--- config.mk ---
export PLATFORM = sky130hd
export DESIGN_NAME = scl_link
export DESIGN_NICKNAME = d
export VERILOG_FILES = /design/src/scl_pkg.sv /design/src/scl_skid.sv /design/src/scl_link.sv
export VERILOG_INCLUDE_DIRS = /design/src /design/src/src
export SDC_FILE = /design/constraint.sdc
export NUM_CORES = 1
export LEC_CHECK = 0
export ABC_AREA = 0
export BUFFER_PORTS_ARGS = -buffer_cell sky130_fd_sc_hd__buf_2
export CAP_MARGIN = 20
export CORE_UTILIZATION = 45
export DETAILED_ROUTE_END_ITERATION = 12
export GPL_ROUTABILITY_DRIVEN = 0
export HOLD_SLACK_MARGIN = 0.08
export SLEW_MARGIN = 30
export SYNTH_ARGS = -nofsm -noshare
export SYNTH_HDL_FRONTEND = slang
export SYNTH_SLANG_ARGS = --single-unit
--- constraint.sdc ---
create_clock -name clk_sys -period 3.18 [get_ports clk_sys]
set_clock_uncertainty 0.05 [all_clocks]
set_input_delay 0.477 -clock clk_sys [delete_from_list [all_inputs] [get_ports clk_sys]]
set_output_delay 0.477 -clock clk_sys [all_outputs]
set_load 0.02 [all_outputs]
--- src/scl_cfg.svh ---
// Constants for the serial command link protocol engine
`ifndef SCL_CFG_SVH
`define SCL_CFG_SVH

`define SCL_STX           8'h02
`define SCL_ETX           8'h03
`define SCL_EOT           8'h04
`define SCL_ACK           8'h06
`define SCL_LF            8'h0a
`define SCL_CR            8'h0d
`define SCL_NAK           8'h15

`define SCL_CLK_HZ        10000000
`define SCL_TIMEOUT_S     15
`define SCL_TIMEOUT_CYC   (`SCL_TIMEOUT_S * `SCL_CLK_HZ)

`endif

--- src/scl_pkg.sv ---
// Types for the serial command link protocol engine
`default_nettype none
package scl_pkg;
    typedef enum logic [3:0] {
        SCL_IDLE,
        SCL_RX_BODY,
        SCL_RX_ETX,
        SCL_WAIT_PARSE,
        SCL_SEND_VERDICT,
        SCL_WAIT_EOT,
        SCL_WAIT_DATA,
        SCL_TX_STX,
        SCL_TX_DATA,
        SCL_TX_CR,
        SCL_TX_LF,
        SCL_TX_ETX,
        SCL_WAIT_ACK,
        SCL_TX_EOT
    } scl_state_t;
endpackage
`default_nettype wire

--- src/scl_skid.sv ---
// Two-entry buffer with valid/ready on both sides
`default_nettype none
module scl_skid #(
    parameter int WIDTH = 8
) (
    input  wire logic             clk_sys,
    input  wire logic             sys_rst,
    input  wire logic             in_valid,
    output logic                  in_ready,
    input  wire logic [WIDTH-1:0] in_data,
    output logic                  out_valid,
    input  wire logic             out_ready,
    output logic [WIDTH-1:0]      out_data
);
    logic [WIDTH-1:0] mem_reg [2];
    logic [WIDTH-1:0] mem_next [2];
    logic             wp_reg, wp_next, rp_reg, rp_next;
    logic [1:0]       cnt_reg, cnt_next;
    logic             push, pop;
    logic             ov_reg, ov_next;
    logic [WIDTH-1:0] od_reg, od_next;

    assign push      = in_valid && (cnt_reg != 2'h2);
    assign pop       = out_ready && (cnt_reg != 2'h0);
    assign in_ready  = (cnt_reg != 2'h2);
    // Head word and valid kept in flops so the outputs carry no mux
    assign out_valid = ov_reg;
    assign out_data  = od_reg;

    always_comb begin
        mem_next = mem_reg;
        wp_next  = wp_reg;
        rp_next  = rp_reg;
        cnt_next = cnt_reg;
        if (push) begin
            mem_next[wp_reg] = in_data;
            wp_next          = ~wp_reg;
        end
        if (pop) begin
            rp_next = ~rp_reg;
        end
        if (push && !pop) begin
            cnt_next = cnt_reg + 2'h1;
        end else if (pop && !push) begin
            cnt_next = cnt_reg - 2'h1;
        end
        ov_next = (cnt_next != 2'h0);
        od_next = mem_next[rp_next];
    end

    always_ff @(posedge clk_sys or posedge sys_rst) begin
        if (sys_rst) begin
            mem_reg[0] <= '0;
            mem_reg[1] <= '0;
            wp_reg     <= 1'b0;
            rp_reg     <= 1'b0;
            cnt_reg    <= 2'h0;
            ov_reg     <= 1'b0;
            od_reg     <= '0;
        end else begin
            mem_reg <= mem_next;
            wp_reg  <= wp_next;
            rp_reg  <= rp_next;
            cnt_reg <= cnt_next;
            ov_reg  <= ov_next;
            od_reg  <= od_next;
        end
    end
endmodule // scl_skid
`default_nettype wire

--- src/scl_link.sv ---
// Device-side serial command link protocol engine
`include "scl_cfg.svh"
`default_nettype none
module scl_link #(
    parameter int TIMEOUT_CYC = `SCL_TIMEOUT_CYC
) (
    input  wire logic       clk_sys,
    input  wire logic       sys_rst,
    input  wire logic       rx_valid,
    output logic            rx_ready,
    input  wire logic [7:0] rx_data,
    output logic            tx_valid,
    input  wire logic       tx_ready,
    output logic [7:0]      tx_data,
    output logic            cmd_valid,
    output logic [7:0]      cmd_data,
    output logic            cmd_last,
    output logic            cmd_abort,
    input  wire logic       verdict_valid,
    input  wire logic       verdict_ok,
    input  wire logic       verdict_query,
    output logic            verdict_ready,
    input  wire logic       resp_valid,
    input  wire logic [7:0] resp_data,
    input  wire logic       resp_last,
    input  wire logic       resp_none,
    output logic            resp_ready
);
    // ****************************************
    // State
    // ****************************************
    scl_pkg::scl_state_t state_reg, state_next;
    logic [31:0] tmr_reg, tmr_next;
    logic        tmr_on_reg, tmr_on_next;
    logic        ok_reg, ok_next, qry_reg, qry_next;
    logic        pend_reg, pend_next;
    logic [7:0]  pd_reg, pd_next;
    logic        full_next;
    logic        cv_reg, cv_next, cl_reg, cl_next, ca_reg, ca_next;
    logic [7:0]  cd_reg, cd_next;
    logic        rr_reg, rr_next, vr_reg, vr_next, pr_reg, pr_next;
    logic        bv, br;
    logic [7:0]  bd;
    logic        expired;
    logic        rx_take;

    // Buffer holds outgoing bytes so a receiver stall loses none
    scl_skid #(.WIDTH(8)) u_txbuf (
        .clk_sys   (clk_sys),
        .sys_rst   (sys_rst),
        .in_valid  (bv),
        .in_ready  (br),
        .in_data   (bd),
        .out_valid (tx_valid),
        .out_ready (tx_ready),
        .out_data  (tx_data)
    );

    assign expired  = tmr_on_reg && (tmr_reg == 32'(TIMEOUT_CYC - 1));
    assign rx_take  = rx_valid && rx_ready;
    assign rx_ready = rr_reg;
    assign cmd_valid     = cv_reg;
    assign cmd_data      = cd_reg;
    assign cmd_last      = cl_reg;
    assign cmd_abort     = ca_reg;
    assign verdict_ready = vr_reg;
    assign resp_ready    = pr_reg;

    // ****************************************
    // Next-state logic
    // ****************************************
    always_comb begin
        state_next    = state_reg;
        tmr_next      = tmr_on_reg ? tmr_reg + 32'h1 : 32'h0;
        tmr_on_next   = tmr_on_reg;
        ok_next       = ok_reg;
        qry_next      = qry_reg;
        pend_next     = pend_reg;
        pd_next       = pd_reg;
        cv_next       = 1'b0;
        cl_next       = 1'b0;
        ca_next       = 1'b0;
        cd_next       = cd_reg;
        bv            = 1'b0;
        bd            = 8'h00;
        case (state_reg)
            scl_pkg::SCL_IDLE: begin
                if (rx_take && rx_data == `SCL_STX) begin
                    state_next  = scl_pkg::SCL_RX_BODY;
                    tmr_on_next = 1'b1;
                    tmr_next    = 32'h0;
                end
            end
            scl_pkg::SCL_RX_BODY, scl_pkg::SCL_RX_ETX: begin
                if (expired) begin
                    state_next  = scl_pkg::SCL_IDLE;
                    tmr_on_next = 1'b0;
                    ca_next     = 1'b1;
                    pend_next   = 1'b0;
                end else if (pend_reg) begin
                    // Byte held back behind an embedded LF; receive is paused meanwhile
                    cv_next   = 1'b1;
                    cd_next   = pd_reg;
                    pend_next = 1'b0;
                end else if (rx_take) begin
                    if (rx_data == `SCL_ETX) begin
                        tmr_on_next = 1'b0;
                        if (state_reg == scl_pkg::SCL_RX_ETX) begin
                            state_next = scl_pkg::SCL_WAIT_PARSE;
                            cv_next    = 1'b1;
                            cl_next    = 1'b1;
                            cd_next    = `SCL_LF;
                        end else begin
                            // Frame without LF before ETX is malformed: refuse it
                            state_next = scl_pkg::SCL_SEND_VERDICT;
                            ok_next    = 1'b0;
                            qry_next   = 1'b0;
                            ca_next    = 1'b1;
                        end
                    end else if (state_reg == scl_pkg::SCL_RX_ETX) begin
                        // Embedded LF was command data; a byte after it other than LF follows next cycle
                        cv_next = 1'b1;
                        cd_next = `SCL_LF;
                        if (rx_data != `SCL_LF) begin
                            state_next = scl_pkg::SCL_RX_BODY;
                            pend_next  = 1'b1;
                            pd_next    = rx_data;
                        end
                    end else if (rx_data == `SCL_LF) begin
                        state_next = scl_pkg::SCL_RX_ETX;
                    end else begin
                        cv_next = 1'b1;
                        cd_next = rx_data;
                    end
                end
            end
            scl_pkg::SCL_WAIT_PARSE: begin
                if (verdict_valid && vr_reg) begin
                    ok_next    = verdict_ok;
                    qry_next   = verdict_query;
                    state_next = scl_pkg::SCL_SEND_VERDICT;
                end
            end
            scl_pkg::SCL_SEND_VERDICT: begin
                bv = 1'b1;
                bd = ok_reg ? `SCL_ACK : `SCL_NAK;
                if (br) begin
                    state_next = (ok_reg && qry_reg) ? scl_pkg::SCL_WAIT_EOT
                                                     : scl_pkg::SCL_IDLE;
                end
            end
            scl_pkg::SCL_WAIT_EOT: begin
                if (rx_take && rx_data == `SCL_EOT) begin
                    state_next = scl_pkg::SCL_WAIT_DATA;
                end else if (rx_take && rx_data == `SCL_STX) begin
                    // Host dropped the query and opened a new frame
                    state_next  = scl_pkg::SCL_RX_BODY;
                    tmr_on_next = 1'b1;
                    tmr_next    = 32'h0;
                end
            end
            scl_pkg::SCL_WAIT_DATA: begin
                if (resp_valid && resp_none) begin
                    state_next = scl_pkg::SCL_TX_EOT;
                end else if (resp_valid) begin
                    state_next = scl_pkg::SCL_TX_STX;
                end
            end
            scl_pkg::SCL_TX_STX: begin
                bv = 1'b1;
                bd = `SCL_STX;
                if (br) begin
                    state_next = scl_pkg::SCL_TX_DATA;
                end
            end
            scl_pkg::SCL_TX_DATA: begin
                // Ready is raised only with buffer room, so a taken byte always fits
                bv = resp_valid && pr_reg;
                bd = resp_data;
                if (resp_valid && pr_reg && resp_last) begin
                    state_next = scl_pkg::SCL_TX_CR;
                end
            end
            scl_pkg::SCL_TX_CR: begin
                bv = 1'b1;
                bd = `SCL_CR;
                if (br) begin
                    state_next = scl_pkg::SCL_TX_LF;
                end
            end
            scl_pkg::SCL_TX_LF: begin
                bv = 1'b1;
                bd = `SCL_LF;
                if (br) begin
                    state_next = scl_pkg::SCL_TX_ETX;
                end
            end
            scl_pkg::SCL_TX_ETX: begin
                bv = 1'b1;
                bd = `SCL_ETX;
                if (br) begin
                    state_next  = scl_pkg::SCL_WAIT_ACK;
                    tmr_on_next = 1'b1;
                    tmr_next    = 32'h0;
                end
            end
            scl_pkg::SCL_WAIT_ACK: begin
                if (expired) begin
                    tmr_on_next = 1'b0;
                    state_next  = scl_pkg::SCL_TX_EOT;
                end else if (rx_take && rx_data == `SCL_ACK) begin
                    tmr_on_next = 1'b0;
                    state_next  = scl_pkg::SCL_WAIT_DATA;
                end
            end
            scl_pkg::SCL_TX_EOT: begin
                bv = 1'b1;
                bd = `SCL_EOT;
                if (br) begin
                    state_next = scl_pkg::SCL_IDLE;
                end
            end
            default: begin
                state_next  = scl_pkg::SCL_IDLE;
                tmr_on_next = 1'b0;
            end
        endcase
        if (!tmr_on_next) begin
            tmr_next = 32'h0;
        end
        // Handshake readies registered so outputs come from flops
        rr_next = ((state_next == scl_pkg::SCL_IDLE) || (state_next == scl_pkg::SCL_RX_BODY) ||
                   (state_next == scl_pkg::SCL_RX_ETX) || (state_next == scl_pkg::SCL_WAIT_EOT) ||
                   (state_next == scl_pkg::SCL_WAIT_ACK)) && !pend_next;
        vr_next = (state_next == scl_pkg::SCL_WAIT_PARSE) &&
                  !(state_reg == scl_pkg::SCL_WAIT_PARSE && verdict_valid && vr_reg);
        // Buffer full after this edge, worked out from its valid and ready
        full_next = (!br && !(tx_valid && tx_ready)) || (br && tx_valid && bv && !tx_ready);
        pr_next = ((state_next == scl_pkg::SCL_TX_DATA) && !full_next) ||
                  ((state_reg == scl_pkg::SCL_WAIT_DATA) && resp_valid && resp_none);
    end

    // ****************************************
    // Registers
    // ****************************************
    always_ff @(posedge clk_sys or posedge sys_rst) begin
        if (sys_rst) begin
            state_reg    <= scl_pkg::SCL_IDLE;
            tmr_reg      <= 32'h0;
            tmr_on_reg   <= 1'b0;
            ok_reg       <= 1'b0;
            qry_reg      <= 1'b0;
            pend_reg     <= 1'b0;
            pd_reg       <= 8'h00;
            cv_reg       <= 1'b0;
            cl_reg       <= 1'b0;
            ca_reg       <= 1'b0;
            cd_reg       <= 8'h00;
            rr_reg       <= 1'b0;
            vr_reg       <= 1'b0;
            pr_reg       <= 1'b0;
        end else begin
            state_reg    <= state_next;
            tmr_reg      <= tmr_next;
            tmr_on_reg   <= tmr_on_next;
            ok_reg       <= ok_next;
            qry_reg      <= qry_next;
            pend_reg     <= pend_next;
            pd_reg       <= pd_next;
            cv_reg       <= cv_next;
            cl_reg       <= cl_next;
            ca_reg       <= ca_next;
            cd_reg       <= cd_next;
            rr_reg       <= rr_next;
            vr_reg       <= vr_next;
            pr_reg       <= pr_next;
        end
    end
endmodule // scl_link
`default_nettype wire

==> impl_metrics.json, run 1 <==
{
  "intPower_mw": 2.69,
  "cts_tree": "built",
  "dp_hpwl_um": 7220,
  "path_class": "flop to flop",
  "crit_start": "state_reg[1]",
  "status": "complete, no violations",
  "finalHoldViolCount": 0,
  "globalRoute.totalOverflow": 0,
  "io_buffers": 48,
  "cpLargestDelayFamily": "flip-flops",
  "largest_reg_flops": 32,
  "synthMuxAreaShare_pct": 10.4,
  "cp_slowest_cell": "dfrtp_1",
  "power_frac_seq_pct": 38.3,
  "clock-sinks": 91,
  "p_sw_share_pct": 37.0,
  "drv_cap": 0,
  "synth_nets": 499,
  "crit_arrival_ns": 2.94,
  "clkTransAtPathRegs_ns": 0.10,
  "syn-instance-count": 470,
  "rr_startpoint": "state_reg[1]",
  "chipHeight_um": 106,
  "drv_slew": 0,
  "yosysWarnings": 0,
  "whs_ns": 0.129,
  "wl_met1_um": 5060,
  "fin_crit_ns": 2.75,
  "area_growth_pct": 12.3,
  "wl_met2_um": 4640,
  "cp_num_buf_inv": 0,
  "drt_iter0_drc": 227,
  "vias": 3630,
  "setup_violations": 0,
  "crit_end": "u_txbuf.out_data[2]",
  "synthDominantCellAreaShare_pct": 46.5,
  "antenna_cells": 0,
  "synthArstFlopShare_pct": 100,
  "antenna_found_initial": 0,
  "clk_latency_ns": 0.37,
  "synthFlopType": "dfrtp_1",
  "core_sq_um": 10500,
  "yosysMostFrequentCell": "dfrtp_1",
  "top_layer": "met4",
  "period_share_pct": 86.4,
  "cts_resized": 0,
  "synth_compound_area_share_pct": 9.37,
  "worst_r2r_path_depth": 6,
  "start_util_pct": 46.8,
  "drc": 0,
  "synth_edf_count": 0,
  "synth-seq-cells": 91,
  "max-clock-path-buffers": 2,
  "htree_num_levels": 3,
  "ys_types": 73,
  "drive_above_1_share_pct": 25.5,
  "grt_pass1_vias": 3562,
  "track_usage_pct": 19.7,
  "worst_slew_pin_slew_ns": 0.898,
  "clock.fmax_mhz": 364,
  "synthTopCellsByCount": "dfrtp_1, nor2_1, nand2_1",
  "synth_xor_area_share_pct": 6.79,
  "synth_top_family_by_area": "simple AND/OR/NAND/NOR gates",
  "die_area_sq_um": 11300,
  "synthAdderAreaFrac_pct": 0.766,
  "r2r_slack_ns": 0.43,
  "syn_area_per_cell_sq_um": 10.4,
  "cp-end-kind": "flop",
  "routedWlPerCell_um": 15.7,
  "cpPeakStageDelay_ns": 0.76,
  "dp.cells": 642,
  "p_clk_share_pct": 21.6,
  "ios": 49,
  "final_cells": 658,
  "grt_max_degree": 92,
  "fin_setup_tns_ns": 0,
  "grt_setup_unrepaired": "false",
  "critPathMaxFanout": 21,
  "power_leakage_nw": 2.45,
  "fp-row-count": 37,
  "firstDrtPassIters": 4,
  "yosysTopAreaCell": "dfrtp_1",
  "synthSimpleGateAreaFrac_pct": 23.0,
  "combPwrFrac_pct": 40.1,
  "grt_first_pass_wirelength_um": 17500,
  "fin_nets": 546,
  "switchingPower_mw": 1.58,
  "root_buffer": "clkbuf_8",
  "crit_chain": "xnor2_1, a21oi_1, a211o_1, nor2_2, mux2_2, mux2_2",
  "met3WireLength_um": 478,
  "ir_worst_vdd_mv": 0.369,
  "ant_nets": 0,
  "numCtsBuffers": 9,
  "viasPerCell": 5.52,
  "ctsHoldBuffers": 0,
  "slew_headroom_pct": 39.7,
  "wl_um": 10300,
  "chipWidth_um": 106,
  "critPathRequiredTime_ns": 3.38,
  "crit_cells": 6,
  "synthTopCellsByArea": "dfrtp_1, mux2_2, nor2_1, xnor2_1, xor2_1",
  "ys_seq_area_share_pct": 46.5,
  "syn_area_sq_um": 4900,
  "startpoint_type": "flop",
  "pwr_density_cell_nw_per_um2": 774,
  "hp-class": "primary input to asynchronous set/reset pin",
  "reg2reg_to": "u_txbuf.out_data[2]",
  "crit_path_frequent_cell": "mux2_2",
  "cts_setup_buffers": 0
}
## power groups by stage
stage	clock network [mW]	logic, mW	registers [mW]
detailed placement	0	1.71	1.65
global placement	0	1.68	1.65
CTS	0.940	1.72	1.63
global route	0.984	1.87	1.67
finish	0.918	1.71	1.63
floorplan	0	1.22	1.70
## worst reg2reg max path, stage by stage (launching register included)
cell     delay (ns)
dfrtp_1        0.76
xnor2_1        0.25
a21oi_1        0.16
a211o_1        0.37
nor2_2         0.36
mux2_2         0.40
mux2_2         0.27
## logic make-up (layout without fill, tap and decap cells)
logic type / after synthesis / after routing
flip-flops: 91 / 91
multiplexers: 43 / 43
XOR/XNOR: 38 / 38
buffers and inverters: 33 / 85
AO/OA/AOI/OAI: 64 / 64
AND/OR/NAND/NOR: 198 / 198
adder cells (fa/ha/maj): 3 / 3
## worst min path at each step
stage	cells past startpoint	slack, ns	endpoint	start
floorplan	1	0.37	tmr_reg[0]	tmr_reg[0]
global placement	1	0.39	tmr_reg[0]	tmr_reg[0]
detailed placement	1	0.40	tmr_reg[0]	tmr_reg[0]
CTS	3	0.17	u_txbuf.mem_reg[0]	sys_rst
global route	3	0.19	u_txbuf.out_data[4]	sys_rst
finish	3	0.13	u_txbuf.out_data[4]	sys_rst
## area by class of cell
cell class / instances / area [sq um]
fill: 973 / 4960
multi-input combinational: 346 / 2460
sequential: 91 / 2280
timing repair buffer: 55 / 305
tap: 136 / 170
clock buffer: 11 / 151
clock inverter: 5 / 82.6
inverter: 14 / 53.8
## stage by stage
step	setup slack (ns)	util, %	cell area, sq um	power [mW]
after floorplan	0.289	-	4900	2.93
after global placement	0.493	50.4	5270	3.33
after detailed placement	0.474	50.4	5270	3.37
after CTS	0.424	52.6	5500	4.30
after global routing	0.270	52.6	5500	4.53
final	0.432	52.6	5500	4.26
## cell usage in the layout (no fill, tap or decap), types with 12 or more instances in the layout
| cell | instances |
|---|---|
| inv_1 | 12 |
| nand2_1 | 36 |
| nor3_1 | 13 |
| nand3_1 | 14 |
| dfrtp_1 | 91 |
| mux2_2 | 34 |
| xnor2_1 | 19 |
| a21oi_1 | 14 |
| o21ai_0 | 12 |
| nor2_1 | 48 |
| nand4_1 | 13 |
| buf_2 | 48 |
| xor2_1 | 19 |
## metal layers
layer / GRT usage (%) / vias up
li1: - / 1770
met1: 27.3 / 1760
met2: 30.6 / 85
met3: 4.11 / 15
met4: 6.75 / 0
met5: 0 / -
(Power assumes the default switching activity.)
==> inputs of run 2 (changes only) <==
--- a/config.mk
+++ b/config.mk
@@ -13,7 +13,9 @@
 export DETAILED_ROUTE_END_ITERATION = 12
 export GPL_ROUTABILITY_DRIVEN = 0
 export HOLD_SLACK_MARGIN = 0.08
+export PLACE_DENSITY = 0.66
 export SLEW_MARGIN = 30
 export SYNTH_ARGS = -nofsm -noshare
 export SYNTH_HDL_FRONTEND = slang
+export SYNTH_HIERARCHICAL = 1
 export SYNTH_SLANG_ARGS = --single-unit
==> constraint.sdc (replaced) <==
create_clock -name clk_sys -period 2.2 [get_ports clk_sys]
set_clock_uncertainty 0.05 [all_clocks]
set_input_delay 0.33 -clock clk_sys [delete_from_list [all_inputs] [get_ports clk_sys]]
set_output_delay 0.33 -clock clk_sys [all_outputs]
set_load 0.02 [all_outputs]
==> run 2 against run 1 <==
  * The run now ends with negative setup slack left
  * Routed wire length rose by 22%
  * Non-clock buffer count rose by 104
  * Critical path type unchanged
  * Die area rose by 1.5%
  * Clock-buffer cell count did not move
  * Setup slack got worse by 1.1 ns
  * Clock power rose by 45%
  * Via count rose by 22%
  * Total power rose by 30%
  * Core utilization rose by 8.8 points
  * Synthesized cell count rose by 11%
  * Final cell count rose by 24%
  * Largest power group is now registers
  * Critical path depth rose by 1
==> impl_metrics.json, run 2 <==
{
  "final_common_cell": "buf_4",
  "globalRoute.totalOverflow": 0,
  "crit_chain": "or4b_1, or4_4, or4_4, a21oi_4, and3_4, nor3b_1, o311a_1",
  "syn_area_per_cell_sq_um": 9.50,
  "startpoint_type": "flop",
  "chipWidth_um": 107,
  "fp-row-count": 38,
  "crit_path_frequent_cell": "or4_4",
  "worst_slew_pin_slew_ns": 0.475,
  "synthTopCellsByCount": "dfrtp_1, nor2_1, nand2_1",
  "core_sq_um": 10800,
  "violations": "negative setup slack",
  "grt_setup_unrepaired": "true",
  "drv_cap": 0,
  "path_class": "flop to flop",
  "ios": 49,
  "viasPerCell": 5.43,
  "dpl_cell_area_sq_um": 6040,
  "fin_util_pct": 61.5,
  "ys_types": 66,
  "vias": 4433,
  "area_growth_pct": 33.3,
  "largest_reg_flops": 32,
  "grt_pass1_vias": 4295,
  "pwr_density_cell_nw_per_um2": 838,
  "synth-seq-cells": 91,
  "cp_num_buf_inv": 0,
  "hp-class": "primary input to flop",
  "post-route-cell-area_sq_um": 6630,
  "htree_num_levels": 3,
  "wl_um": 12700,
  "die_area_sq_um": 11500,
  "drt_iter0_drc": 231,
  "synth_xor_area_share_pct": 7.06,
  "synthAdderAreaFrac_pct": 0.754,
  "period_share_pct": 132,
  "cp_slowest_cell": "or4_4",
  "ant_nets": 0,
  "max-clock-path-buffers": 2,
  "fin_nets": 700,
  "critPathRequiredTime_ns": 2.41,
  "io_buffers": 48,
  "crit_start": "tmr_reg[17]",
  "grt_max_degree": 63,
  "clkTransAtPathRegs_ns": 0.09,
  "min_from": "verdict_query",
  "ys_seq_area_share_pct": 45.8,
  "slew_headroom_pct": 67.9,
  "rr_startpoint": "tmr_reg[17]",
  "finalHoldViolCount": 0,
  "start_util_pct": 46.1,
  "synthFlopType": "dfrtp_1",
  "synth_top_family_by_area": "simple AND/OR/NAND/NOR gates",
  "drv_slew": 0,
  "clock-sinks": 91,
  "crit_arrival_ns": 3.11,
  "synth_compound_area_share_pct": 10.5,
  "routedWlPerCell_um": 15.5,
  "synth_nets": 553,
  "cts_tree": "built",
  "layout_common_cells": "buf_4, dfrtp_1, nor2_1",
  "yosysWarnings": 6,
  "yosysTopAreaCell": "dfrtp_1",
  "antenna_cells": 0,
  "critPathMaxFanout": 3,
  "synthArstFlopShare_pct": 100,
  "synthTopCellsByArea": "dfrtp_1, nor2_1, mux2_2, xor2_1, nand2_1",
  "status": "finished with violations",
  "drc": 0,
  "cpLargestDelayFamily": "simple AND/OR/NAND/NOR gates",
  "synthMuxAreaShare_pct": 8.47,
  "cp-end-kind": "flop",
  "drive_above_1_share_pct": 34.9,
  "setup_ws_ns": -0.710,
  "dp_hpwl_um": 8500,
  "p_total_mw": 5.56,
  "syn_area_sq_um": 4980,
  "cpPeakStageDelay_ns": 0.55,
  "fin_crit_ns": 2.91,
  "root_buffer": "clkbuf_8",
  "synthSimpleGateAreaFrac_pct": 24.0,
  "clk_latency_ns": 0.38,
  "numCtsBuffers": 9,
  "setup_violations": 62,
  "antenna_found_initial": 0,
  "power_leakage_nw": 3.17,
  "chipHeight_um": 107,
  "ir_worst_vdd_mv": 0.495,
  "track_usage_pct": 23.6,
  "firstDrtPassIters": 5,
  "synth_edf_count": 0,
  "synthDominantCellAreaShare_pct": 45.8,
  "clock.fmax_mhz": 344,
  "whs_ns": 0.158,
  "syn-instance-count": 524,
  "grt_first_pass_wirelength_um": 21200,
  "yosysMostFrequentCell": "dfrtp_1"
}
==> run 2: kinds of logic (layout without fill, tap and decap cells) <==
| logic type | after synthesis | after routing |
|---|---|---|
| simple gates | 229 | 229 |
| flops | 91 | 91 |
| compound gates | 84 | 84 |
| buf+inv | 40 | 192 |
| mux | 39 | 39 |
| xor+xnor | 38 | 38 |
| fa+ha+maj | 3 | 3 |
==> run 2: final timing paths <==
| path | endpoint | slack, ns | depth (start not counted) |
|---|---|---|---|
| max reg2reg | rx_ready | -0.71 | 7 |
| max in group asynchronous | u_txbuf/wp_reg | 1.29 | 4 |
| max | rx_ready | -0.71 | 7 |
| min | qry_reg | 0.16 | 3 |
| min in group asynchronous | tmr_reg[30] | 0.50 | 4 |
| min reg2reg | tmr_reg[0] | 0.41 | 1 |
==> run 2: cell type report <==
| class | count | area (sq um) |
|---|---|---|
| fillers | 874 | 4160 |
| clock inverters | 5 | 82.6 |
| multi-input cells | 393 | 2650 |
| clock buffers | 11 | 151 |
| well taps | 140 | 175 |
| flip-flops and latches | 91 | 2280 |
| repair buffers | 159 | 1230 |
| inverters | 17 | 63.8 |
==> run 2: worst min-delay path, stage by stage <==
cell     delay [ns]
buf_2          0.11
nand2_1        0.05
o21ai_1        0.05
==> run 2: repair_timing <==
action / in CTS / in global routing
hold endpoints to repair: 91 / 0
buffers inserted: 12 / 2
gates cloned: 4 / 0
pin swaps: 5 / 1
gates resized for setup: 29 / 8
setup endpoints to repair: 61 / 63
hold buffers: 1 / 0
==> run 2: per-stage QoR <==
step	std cells	TNS (ns)	worst slack, ns
finish	816	-32.53	-0.710
global placement	782	-18.25	-0.653
global route	816	-39.02	-0.786
CTS	815	-29.16	-0.698
floorplan	524	-10.07	-0.675
detailed placement	782	-20.06	-0.707
==> run 2: per-layer routing <==
layer	GRT usage, %	share of wire, %	wire length, um	vias up
li1	-	-	-	2126
met1	31.1	44	5580	2142
met2	39.2	49	6170	136
met3	3.65	4.9	614	29
met4	9.20	2.3	296	0
met5	0	0	0	-
==> run 2: power breakdown <==
part / switching (mW) / leakage [nW] / internal, mW
sequential: 0.201 / 1.23 / 2.02
combinational: 1.04 / 1.82 / 0.960
clock: 0.624 / 0.120 / 0.707
==> inputs of run 3 (changes only) <==
--- a/config.mk
+++ b/config.mk
@@ -9,11 +9,13 @@
 export ABC_AREA = 0
 export BUFFER_PORTS_ARGS = -buffer_cell sky130_fd_sc_hd__buf_2
 export CAP_MARGIN = 20
-export CORE_UTILIZATION = 45
+export CELL_PAD_IN_SITES_DETAIL_PLACEMENT = 1
+export CELL_PAD_IN_SITES_GLOBAL_PLACEMENT = 1
+export CORE_UTILIZATION = 42
 export DETAILED_ROUTE_END_ITERATION = 12
 export GPL_ROUTABILITY_DRIVEN = 0
 export HOLD_SLACK_MARGIN = 0.08
-export PLACE_DENSITY = 0.66
+export PLACE_DENSITY = 0.77
 export SLEW_MARGIN = 30
 export SYNTH_ARGS = -nofsm -noshare
 export SYNTH_HDL_FRONTEND = slang
==> constraint.sdc (replaced) <==
create_clock -name clk_sys -period 2.2 [get_ports clk_sys]
set_clock_uncertainty 0.05 [all_clocks]
set_input_delay 0.33 -clock clk_sys [delete_from_list [all_inputs] [get_ports clk_sys]]
set_output_delay 0.33 -clock clk_sys [all_outputs]
set_load 0.01 [all_outputs]
==> run 3 against run 2 <==
  * The run still ends with negative setup slack left
  * Worst hold slack better by 0.039 ns
  * Clock power up 32%
  * Total power up 8.4%
  * First-iteration DRC count down 3.0%
  * Register-to-register slack worse by 0.10 ns
  * Die area up 7.0%
  * Largest cell class unchanged
  * Final cell count up 1.7%
  * Critical path depth unchanged
==> impl_metrics.json, run 3 (synthesis gave the netlist of run 2 again) <==
{
  "status": "finished with violations",
  "violations": "negative setup slack",
  "largest_reg_flops": 32,
  "drv_cap": 0,
  "drive_above_1_share_pct": 37.4,
  "antenna_cells": 0,
  "regArea_sq_um": 2280,
  "layout_common_cells": "buf_4, dfrtp_1, nor2_1",
  "cpPeakStageDelay_ns": 0.55,
  "max-clock-path-buffers": 2,
  "fin_nets": 712,
  "power_leakage_nw": 3.30,
  "wl_um": 17900,
  "htree_num_levels": 3,
  "antenna_found_initial": 0,
  "critPathMaxFanout": 3,
  "cts_tree": "built",
  "post-route-cell-area_sq_um": 6910,
  "hp-class": "primary input to flop",
  "grt_pass1_vias": 5298,
  "drv_slew": 0,
  "final_common_cell": "buf_4",
  "dp_hpwl_um": 10600,
  "crit_chain": "or4b_4, or4_4, or4_4, a21oi_4, and3_4, nor3b_1, o311a_1",
  "vias": 4754,
  "post-place-ws_ns": -0.784,
  "rr_startpoint": "tmr_reg[11]",
  "clock-sinks": 91,
  "ant_nets": 0,
  "cp-end-kind": "flop",
  "slew_headroom_pct": 62.1,
  "reg2reg_to": "rx_ready",
  "period_share_pct": 137,
  "routedWlPerCell_um": 21.6,
  "min_from": "verdict_ok",
  "crit_path_frequent_cell": "or4_4",
  "pwr_density_cell_nw_per_um2": 872,
  "globalRoute.totalOverflow": 0,
  "min_to": "ok_reg",
  "cp_slowest_cell": "or4b_4",
  "root_buffer": "clkbuf_16",
  "track_usage_pct": 29.7,
  "ios": 49,
  "grt_setup_unrepaired": "true",
  "worst_r2r_path_depth": 7,
  "drt_iter0_drc": 224,
  "fin_util_pct": 60.2,
  "core_sq_um": 11500,
  "io_buffers": 48,
  "path_class": "flop to flop",
  "drc": 0,
  "p_total_mw": 6.02,
  "critPathRequiredTime_ns": 2.40,
  "area_growth_pct": 38.8,
  "setup_ws_ns": -0.811,
  "ir_worst_vdd_mv": 0.514,
  "r2r_slack_ns": -0.81,
  "dpl_cell_area_sq_um": 6080,
  "dp.cells": 792,
  "die_area_sq_um": 12300,
  "fillers": 1301,
  "multi_input_area_sq_um": 2720,
  "setup_violations": 62,
  "final_cells": 830,
  "cpLargestDelayFamily": "simple AND/OR/NAND/NOR gates",
  "worst_slew_pin_slew_ns": 0.563,
  "clk_latency_ns": 0.36,
  "clock.fmax_mhz": 332,
  "viasPerCell": 5.73,
  "fin_crit_ns": 3.01,
  "fp-row-count": 39,
  "firstDrtPassIters": 4,
  "numCtsBuffers": 9,
  "fin_setup_tns_ns": -36.02,
  "whs_ns": 0.197,
  "finalHoldViolCount": 0,
  "chipWidth_um": 111,
  "grt_max_degree": 37,
  "cp_num_buf_inv": 0,
  "chipHeight_um": 111,
  "startpoint_type": "flop",
  "grt_first_pass_wirelength_um": 28500,
  "crit_arrival_ns": 3.21,
  "clkTransAtPathRegs_ns": 0.07,
  "min_path_cells": 3,
  "start_util_pct": 43.4
}
[run 3: cell count changes in the layout (fill, tap and decap cells not counted), moves of 3 or more]
cell / change
buf_6: +13
clkbuf_8: -9
a21oi_1: +5
clkbuf_16: +9
a21oi_2: -4
nor2_2: +3
nor2_4: +3
nor2_1: -5
[run 3: final cells by class]
type                    count  area share [%]
multi-input cells         394            39.4
repair buffers            170            19.4
well taps                 143            2.59
flip-flops and latches     91            33.0
clock inverters             4            1.07
clock buffers              11            3.66
inverters                  17           0.924
[run 3: repair_timing]
action | 4_1_cts | 5_1_grt
gates resized for setup | 42 | 23
pin swaps | 11 | 9
setup buffers | 12 | 8
hold buffers | 1 | 0
endpoints found under the hold margin | 38 | 0
endpoints found under the setup margin | 64 | 88
gates cloned | 4 | 0
[run 3: layer usage]
layer	wire length, um	share of wire (%)	vias to the layer above	GRT usage [%]
li1	-	-	2153	-
met1	7150	40	2400	35.0
met2	9320	52	148	53.2
met3	705	3.9	53	3.83
met4	717	4.0	0	14.7
met5	0	0	-	0
[run 3: worst register-to-register path: cells and delay by family, from the launching register on]
family	cells	cell delay, ns
AOI/OAI and AO/OA	2	0.52
DFF	1	0.43
and+or+nand+nor	5	1.92
[run 3: report_power, final]
group | switching [mW] | internal [mW]
Combinational | 1.03 | 0.968
Clock | 0.701 | 1.05
Sequential | 0.245 | 2.02
Total | 1.98 | 4.05
[run 3: worst max path at each step]
stage / depth (start not counted) / end / from
CTS: 7 / rx_ready / tmr_reg[18]
detailed placement: 7 / rx_ready / tmr_reg[17]
floorplan: 7 / rx_ready / tmr_reg[10]
global route: 7 / rx_ready / tmr_reg[11]
finish: 7 / rx_ready / tmr_reg[11]
global placement: 7 / rx_ready / tmr_reg[17]
